===== src/logic/sewc_consts.svh =====
// Constants shared by both ends of the serial EEPROM write link
`ifndef SEWC_CONSTS_SVH
`define SEWC_CONSTS_SVH

// ==========================================================
// Word and address layout
`define SEWC_WORD_W 16
`define SEWC_ADDR_W 6
`define SEWC_OP_W 2
`define SEWC_HEAD_W 4

// ==========================================================
// Opcodes and extended codes (first two address bits)
`define SEWC_OP_EXT 2'h0
`define SEWC_OP_WRITE 2'h1
`define SEWC_OP_ERASE 2'h3
`define SEWC_EXT_DISABLE 2'h0
`define SEWC_EXT_WRALL 2'h1
`define SEWC_EXT_ERALL 2'h2
`define SEWC_EXT_ENABLE 2'h3

// ==========================================================
// Pin sample vector positions
`define SEWC_PIN_CS 0
`define SEWC_PIN_SK 1
`define SEWC_PIN_DI 2
`define SEWC_PIN_LOW 3
`define SEWC_PIN_N 4

// ==========================================================
// Timing
`define SEWC_CLK_MHZ 10
`define SEWC_WRITE_CYCLE_TIME_US 8000
`define SEWC_PROG_CYCLES (`SEWC_WRITE_CYCLE_TIME_US * `SEWC_CLK_MHZ)
`define SEWC_HOST_HALF 5
`define SEWC_HOST_GAP 6

`endif


===== src/logic/sewc_pkg.sv =====
// Types shared by both ends of the serial EEPROM write link
package sewc_pkg;

	// ==========================================================
	// Device states and write kinds
	typedef enum logic [1:0] {
		DEV_STANDBY = 2'b00,
		DEV_SHIFT = 2'b01,
		DEV_PROG = 2'b10
	} sewc_dev_state_t;

	typedef enum logic [1:0] {
		WK_WORD = 2'b00,
		WK_ERASE = 2'b01,
		WK_ALL = 2'b10,
		WK_ERALL = 2'b11
	} sewc_wkind_t;

	// ==========================================================
	// Host commands and states
	typedef enum logic [2:0] {
		HOP_WRITE = 3'b000,
		HOP_ERASE = 3'b001,
		HOP_WRALL = 3'b010,
		HOP_ERALL = 3'b011,
		HOP_ENABLE = 3'b100,
		HOP_DISABLE = 3'b101
	} sewc_op_t;

	typedef enum logic [2:0] {
		HST_IDLE = 3'b000,
		HST_SHIFT = 3'b001,
		HST_GAP = 3'b010,
		HST_VERIFY = 3'b011,
		HST_END = 3'b100
	} sewc_host_state_t;

endpackage : sewc_pkg


===== src/logic/sewc_if.sv =====
// Four-wire link between host and EEPROM device
`timescale 1ns/1ps
`default_nettype none

interface sewc_if;
	logic chip_select;
	logic serial_clock;
	logic serial_in;
	logic serial_out_o;
	logic serial_out_oe_n;
	logic serial_out;

	// Released output reads low
	assign serial_out = serial_out_oe_n ? 1'b0 : serial_out_o;

	modport device (
		input chip_select,
		input serial_clock,
		input serial_in,
		output serial_out_o,
		output serial_out_oe_n
	);

	modport host (
		output chip_select,
		output serial_clock,
		output serial_in,
		input serial_out
	);
endinterface : sewc_if

`default_nettype wire


===== src/logic/sewc_device.sv =====
// EEPROM device end: pin filter, command decode, write control, verify
`timescale 1ns/1ps
`default_nettype none
`include "sewc_consts.svh"

module sewc_device
	import sewc_pkg::*;
#(
	parameter int ADDR_W = `SEWC_ADDR_W,
	parameter int PROG_CYCLES = `SEWC_PROG_CYCLES
) (
	// Clock and reset
	input wire logic sys_clk_in,
	input wire logic resetn_in,
	// Serial link
	sewc_if.device link,
	// Supply detector
	input wire logic supply_low_in,
	// Array peek and status
	input wire logic [ADDR_W-1:0] rd_addr_in,
	output logic [`SEWC_WORD_W-1:0] rd_data_out,
	output logic prog_enable_out,
	output logic busy_out
);

	// ==========================================================
	// Sizes
	localparam int WORDS = 2 ** ADDR_W;
	localparam int WW = `SEWC_WORD_W;
	localparam int NE = `SEWC_OP_W + ADDR_W;
	localparam int NW = NE + WW;
	localparam int CW = $clog2(NW + 2);
	localparam int PW = $clog2(PROG_CYCLES + 1);
	localparam int HW = `SEWC_HEAD_W;
	localparam int OW = `SEWC_OP_W;

	typedef struct packed {
		logic [WORDS-1:0][WW-1:0] mem;
		sewc_dev_state_t state;
		logic [`SEWC_PIN_N-1:0] s1;
		logic [`SEWC_PIN_N-1:0] s2;
		logic [`SEWC_PIN_N-1:0] s3;
		logic [`SEWC_PIN_N-1:0] f;
		logic [NW-1:0] sh;
		logic [CW-1:0] cnt;
		logic [HW-1:0] head;
		logic pen;
		logic verify;
		logic busy;
		logic [PW-1:0] pcnt;
		sewc_wkind_t kind;
		logic [ADDR_W-1:0] addr;
		logic [WW-1:0] data;
		logic do_val;
		logic do_oe_n;
		logic [WW-1:0] rdata;
	} sewc_dev_st_t;

	sewc_dev_st_t q;
	sewc_dev_st_t d;

	// ==========================================================
	// Next state
	always_comb begin
		logic sk_rise;
		logic cs_hi;
		logic low;
		logic di;
		logic [OW-1:0] op;
		logic [OW-1:0] ext;
		logic wr;
		sk_rise = 1'b0;
		cs_hi = 1'b0;
		low = 1'b0;
		di = 1'b0;
		op = '0;
		ext = '0;
		wr = 1'b0;
		d = q;
		d.s1 = {supply_low_in, link.serial_in, link.serial_clock,
			link.chip_select};
		d.s2 = q.s1;
		d.s3 = q.s2;
		for (int i = 0; i < `SEWC_PIN_N; i++) begin
			if (q.s2[i] == q.s3[i]) begin
				d.f[i] = q.s2[i];
			end
		end
		sk_rise = d.f[`SEWC_PIN_SK] & ~q.f[`SEWC_PIN_SK];
		cs_hi = d.f[`SEWC_PIN_CS];
		low = d.f[`SEWC_PIN_LOW];
		di = d.f[`SEWC_PIN_DI];
		op = q.head[HW-1 -: OW];
		ext = q.head[OW-1:0];

		unique case (q.state)
			DEV_STANDBY: begin
				if (cs_hi && sk_rise && di) begin
					d.state = DEV_SHIFT;
					d.cnt = '0;
					d.verify = 1'b0;
				end
			end
			DEV_SHIFT: begin
				if (!cs_hi) begin
					d.state = DEV_STANDBY;
					if (op == `SEWC_OP_WRITE && q.cnt == CW'(NW)) begin
						wr = 1'b1;
						d.kind = WK_WORD;
						d.addr = q.sh[WW +: ADDR_W];
						d.data = q.sh[WW-1:0];
					end else if (op == `SEWC_OP_ERASE && q.cnt == CW'(NE)) begin
						wr = 1'b1;
						d.kind = WK_ERASE;
						d.addr = q.sh[ADDR_W-1:0];
					end else if (op == `SEWC_OP_EXT) begin
						if (ext == `SEWC_EXT_WRALL && q.cnt == CW'(NW)) begin
							wr = 1'b1;
							d.kind = WK_ALL;
							d.data = q.sh[WW-1:0];
						end else if (ext == `SEWC_EXT_ERALL &&
							q.cnt == CW'(NE)) begin
							wr = 1'b1;
							d.kind = WK_ERALL;
						end else if (q.cnt >= CW'(HW)) begin
							if (ext == `SEWC_EXT_ENABLE) begin
								d.pen = 1'b1;
							end
							if (ext == `SEWC_EXT_DISABLE) begin
								d.pen = 1'b0;
							end
						end
					end
					if (wr && q.pen && !low) begin
						d.state = DEV_PROG;
						d.pcnt = '0;
						d.verify = 1'b1;
					end
				end else if (sk_rise) begin
					d.sh = {q.sh[NW-2:0], di};
					if (q.cnt != CW'(NW + 1)) begin
						d.cnt = q.cnt + 1'b1;
					end
					if (q.cnt == CW'(HW - 1)) begin
						d.head = {q.sh[HW-2:0], di};
					end
				end
			end
			DEV_PROG: begin
				d.pcnt = q.pcnt + 1'b1;
				if (q.pcnt == PW'(PROG_CYCLES - 1)) begin
					d.state = DEV_STANDBY;
					for (int i = 0; i < WORDS; i++) begin
						if (q.kind == WK_ALL || q.kind == WK_ERALL ||
							q.addr == ADDR_W'(i)) begin
							if (q.kind == WK_ERASE || q.kind == WK_ERALL) begin
								d.mem[i] = '1;
							end else begin
								d.mem[i] = q.data;
							end
						end
					end
				end
			end
		endcase

		if (low) begin
			d.pen = 1'b0;
			if (q.state == DEV_PROG) begin
				d.state = DEV_STANDBY;
				d.verify = 1'b0;
				d.mem = q.mem;
			end
		end

		if (cs_hi && d.verify) begin
			d.do_oe_n = 1'b0;
			d.do_val = (d.state != DEV_PROG);
		end else begin
			d.do_oe_n = 1'b1;
			d.do_val = 1'b0;
		end
		d.busy = (d.state == DEV_PROG);
		d.rdata = q.mem[rd_addr_in];
	end

	// ==========================================================
	// State register
	always_ff @(posedge sys_clk_in) begin
		if (!resetn_in) begin
			q <= '0;
			q.mem <= '1;
			q.do_oe_n <= 1'b1;
		end else begin
			q <= d;
		end
	end

	// ==========================================================
	// Outputs
	assign link.serial_out_o = q.do_val;
	assign link.serial_out_oe_n = q.do_oe_n;
	assign rd_data_out = q.rdata;
	assign prog_enable_out = q.pen;
	assign busy_out = q.busy;

endmodule : sewc_device

`default_nettype wire


===== src/flat_wrapper.sv =====
// flat-port wrapper written by rule: the top's interface ports become plain ports
module sewc_device_flat import sewc_pkg::*;
#(
	parameter int ADDR_W = `SEWC_ADDR_W,
	parameter int PROG_CYCLES = `SEWC_PROG_CYCLES
)
  (sys_clk_in, resetn_in, supply_low_in, rd_addr_in, rd_data_out, prog_enable_out, busy_out, link_chip_select, link_serial_clock, link_serial_in, link_serial_out_o, link_serial_out_oe_n);
  sewc_if link_i ();
  input wire logic sys_clk_in;
  input wire logic resetn_in;
  input wire logic supply_low_in;
  input wire logic [ADDR_W-1:0] rd_addr_in;
  output logic [`SEWC_WORD_W-1:0] rd_data_out;
  output logic prog_enable_out;
  output logic busy_out;
  input wire logic [$bits(link_i.chip_select)-1:0] link_chip_select;
  input wire logic [$bits(link_i.serial_clock)-1:0] link_serial_clock;
  input wire logic [$bits(link_i.serial_in)-1:0] link_serial_in;
  output wire logic [$bits(link_i.serial_out_o)-1:0] link_serial_out_o;
  output wire logic [$bits(link_i.serial_out_oe_n)-1:0] link_serial_out_oe_n;
  assign link_i.chip_select = link_chip_select;
  assign link_i.serial_clock = link_serial_clock;
  assign link_i.serial_in = link_serial_in;
  assign link_serial_out_o = link_i.serial_out_o;
  assign link_serial_out_oe_n = link_i.serial_out_oe_n;
  sewc_device #(.ADDR_W(ADDR_W), .PROG_CYCLES(PROG_CYCLES)) u_core (.sys_clk_in(sys_clk_in), .resetn_in(resetn_in), .link(link_i), .supply_low_in(supply_low_in), .rd_addr_in(rd_addr_in), .rd_data_out(rd_data_out), .prog_enable_out(prog_enable_out), .busy_out(busy_out));
endmodule

===== config.mk =====
export PLATFORM = sky130hd
export DESIGN_NAME = sewc_device_flat
export DESIGN_NICKNAME = d
export VERILOG_FILES = /design/src/logic/sewc_pkg.sv /design/src/logic/sewc_if.sv /design/src/logic/sewc_device.sv /design/src/flat_wrapper.sv
export VERILOG_INCLUDE_DIRS = /design/src /design/src/logic
export SDC_FILE = /design/constraint.sdc
export NUM_CORES = 2
export LEC_CHECK = 0
export ABC_AREA = 1
export BUFFER_PORTS_ARGS = -buffer_cell sky130_fd_sc_hd__buf_2
export CORE_MARGIN = 4
export CORE_UTILIZATION = 44
export CTS_BUF_LIST = sky130_fd_sc_hd__clkbuf_8 sky130_fd_sc_hd__clkbuf_16
export CTS_CLUSTER_SIZE = 8
export DETAILED_ROUTE_END_ITERATION = 16
export GPL_ROUTABILITY_DRIVEN = 0
export PLACE_DENSITY = 0.61
export SYNTH_ARGS = -nofsm -noshare
export SYNTH_HDL_FRONTEND = slang
export SYNTH_SLANG_ARGS = --single-unit

===== constraint.sdc =====
create_clock -name sys_clk_in -period 2.8 [get_ports sys_clk_in]
set_clock_uncertainty 0.05 [all_clocks]
set_input_delay 0.42 -clock sys_clk_in [delete_from_list [all_inputs] [get_ports sys_clk_in]]
set_output_delay 0.42 -clock sys_clk_in [all_outputs]
set_load 0.05 [all_outputs]

==> impl_metrics.toml <==
[global_route]
grt_pass1_wl_um = 365000
met1_usage = 0.466
antenna_found_initial = 11
grt_max_degree = 134
grtUsageMet2 = 0.496
grt_pass1_vias = 56600
overflow = 0
grt_use_total = 0.347
busiest_layer = "met2"
use_met3 = 0.0950

[place]
place_area_um2 = 60700
portBuffers = 31
place_hpwl_um = 159000
pre_cts_slack_ns = -0.0162

[synthesis]
synth-seq-cells = 1135
postSynthCellCount = 8697
yosys.cell_types.count = 44
ys_warn_count = 0
synthesis.nets = 8720
syn_area_um2 = 57300
ys_seq_area_frac = 0.396
avgSynthCellArea_um2 = 6.59

[clock_network]
cts_made_buffers = 160
clock_path_buffers = 3
htreeDepth = 4
cts-root-buf = "clkbuf_16"
clock_latency_ns = 0.80
clock-sinks = 1135
clk_pin_slew_ns = 0.05
cts_tree = "done"

[routing]
dr.pass1.iters = 6
ant_nets = 0
wl_um = 246000
drt_iter0_drc = 8922
dr_total_vias = 62800
drc = 0
via_per_inst = 6.06
wl_per_cell_um = 23.7

[die]
core_area_um2 = 129000
die_y_um = 369
die_w_um = 369
start_util = 0.443
pin_count = 32
die_area_um2 = 136000
rows = 132

[sta]
worst_slack_ns = 0.0741
clock.fmax_ghz = 0.367
grt_setup_unrepaired = "false"
post-route-period-util = 0.974
max_slew.worst_pin.slew_ns = 1.08
max-slew-margin-rel = 0.273
drv_slew = 0
hold_viol = 0
setup_viol = 0
period_needed_ns = 2.73
whs_ns = 0.0683

[min_path]
hold_depth = 3
min_to = "u_core.rd_data_out[3]$_SDFF_PN0_"
hp-class = "in -> reg"
min-delay-start = "rd_addr_in[5]"

[flow_run]
maxCapViolations = 0

[critical_path]
ff2ff_path_depth = 10
endpoint_kind = "flip-flop"
worstPathMaxFanout = 17
arrival_ns = 3.36
timing.rr.start = "u_core.q[42]$_SDFFE_PN0P_"
cp-start-kind = "flip-flop"
crit_required_ns = 3.44
r2r_slack_ns = 0.07
worst-setup-path-type = "reg -> reg"

[power]
leakagePower_nw = 27.6
total_power_w = 0.0365
p_per_area_nw_per_um2 = 561
vdd_ir_drop_max_v = 0.000525

[layout]
layout.nets = 8616
area_growth_pct = 13.7
drive_gt1_frac = 0.0941
final_cell_area_um2 = 65200
n_fill_cell = 13000

[status]
status = "finished clean"
[worst max-delay path: stages (launching register included)]
cell and delay [ns]:
dfxtp_1 0.34, ha_1 0.25, nand3_1 0.14, nor2_4 0.07, nand3_4 0.23, buf_4 0.39
nor2_2 0.08, o21ai_2 0.66, nor2_2 0.21, nand2_1 0.12, nand2_1 0.06
[where the power goes]
part / internal, W / total (W) / switching [W]
Sequential: 0.0162 / 0.0162 / 0.0000426
Combinational: 0.000713 / 0.00261 / 0.00190
Clock: 0.0101 / 0.0177 / 0.00754
[synth_stat cells (all sizes together)]
cell | instances | share of area
a21oi | 691 | 0.060
o31ai | 17 | 0.0022
xor2 | 8 | 0.0012
nand4 | 51 | 0.0065
a22o | 1 | 0.00015
nand3b | 2 | 0.00026
nor4 | 4 | 0.00044
buf | 246 | 0.023
nor3b | 3 | 0.00039
nor3 | 52 | 0.0060
clkbuf | 446 | 0.029
o21bai | 1 | 0.00013
inv | 166 | 0.011
o22ai | 1 | 0.00011
o2bb2ai | 14 | 0.0021
nand2 | 3414 | 0.22
nand3 | 1128 | 0.10
nor2 | 203 | 0.017
a32oi | 2 | 0.00031
ha | 11 | 0.0024
and2 | 3 | 0.00033
dfxtp | 1135 | 0.40
clkinv | 10 | 0.00066
xnor2 | 2 | 0.00031
o21ai | 735 | 0.065
o211ai | 351 | 0.046
[timing repair]
item	CTS	global route
pin swaps	0	1
setup endpoints to repair	5	207
buffers inserted	0	3
resized for setup	1	16
endpoints found under the hold margin	20	0
hold buffers	5	0
[cell families after synthesis]
family / synth area share
buffers and inverters: 0.0635
XOR/XNOR: 0.00153
AND/OR/NAND/NOR: 0.360
flip-flops: 0.396
adder cells (fa/ha/maj): 0.00240
AO/OA/AOI/OAI: 0.177
[per-stage QoR]
step,util,std cells,TNS (ns)
floorplan,-,8697,0
global placement,0.469,10200,0
detailed placement,0.469,10200,-0.0162
CTS,0.502,10300,0
global route,0.503,10400,0
finish,0.503,10400,0
[cell usage in the layout, fill, tap and decap left out, types with 3 or more instances in the layout]
master         netlist  layout
nor4_1               4       3
nand3_1           1071    1070
o21ai_0            694     694
inv_2               25      22
nand3_2             53      51
clkinv_16            0       4
o21ai_1             36      35
ha_1                11      10
nand4_2              9       9
nand2_1           3401    3382
buf_4               28     311
diode_2              0       8
dfxtp_1           1135    1135
nor2_2              35      28
nor3b_1              3       3
xor2_1               8       8
nand4_1             42      42
clkbuf_16            0     160
buf_12               0      79
a21oi_1            691     691
o2bb2ai_1           14      14
inv_1              140     139
nor2_1             150     149
buf_2              122      27
nor2_4              18      26
o21ai_2              4       5
inv_6                0       7
o211ai_1           347     347
nor3_2              17      17
clkinv_1            10       9
nor3_1              35      35
buf_8                0       3
and2_1               3       3
nand2_2             12      31
dlygate4sd3_1        0       5
inv_8                0       4
o31ai_1             17      17
nand3_4              4       7
[cell type report]
type	count	area, um^2	share of cell area
Clock buffer	161	4020	0.0617
Multi-Input combinational cell	6694	31100	0.477
Tap cell	1742	2180	0.0334
Antenna cell	8	20.0	0.000307
Timing Repair Buffer	426	4160	0.0638
Inverter	176	701	0.0108
Sequential cell	1135	22700	0.349
Clock inverter	18	269	0.00413
[per-layer routing]
layer,share of wire,up-vias
li1,-,28800
met1,0.40,29400
met4,0.068,2
met3,0.12,807
met2,0.41,3789
met5,0.000053,-
[how the worst max path moves through the flow]
stage | from | end | slack [ns] | cells past startpoint
4_1_cts | u_core.q[42]$_SDFFE_PN0P_ | flip-flop | 0.03 | 10
5_1_grt | u_core.q[42]$_SDFFE_PN0P_ | flip-flop | 0.006 | 8
6_report | u_core.q[42]$_SDFFE_PN0P_ | flip-flop | 0.07 | 10
3_5_place_dp | u_core.q[42]$_SDFFE_PN0P_ | flip-flop | -0.02 | 8
3_3_place_gp | u_core.q[42]$_SDFFE_PN0P_ | flip-flop | 0.12 | 8
2_1_floorplan | u_core.q[111]$_SDFF_PN0_ | flip-flop | 0.02 | 13
Power figures use the tool's default switching activity.
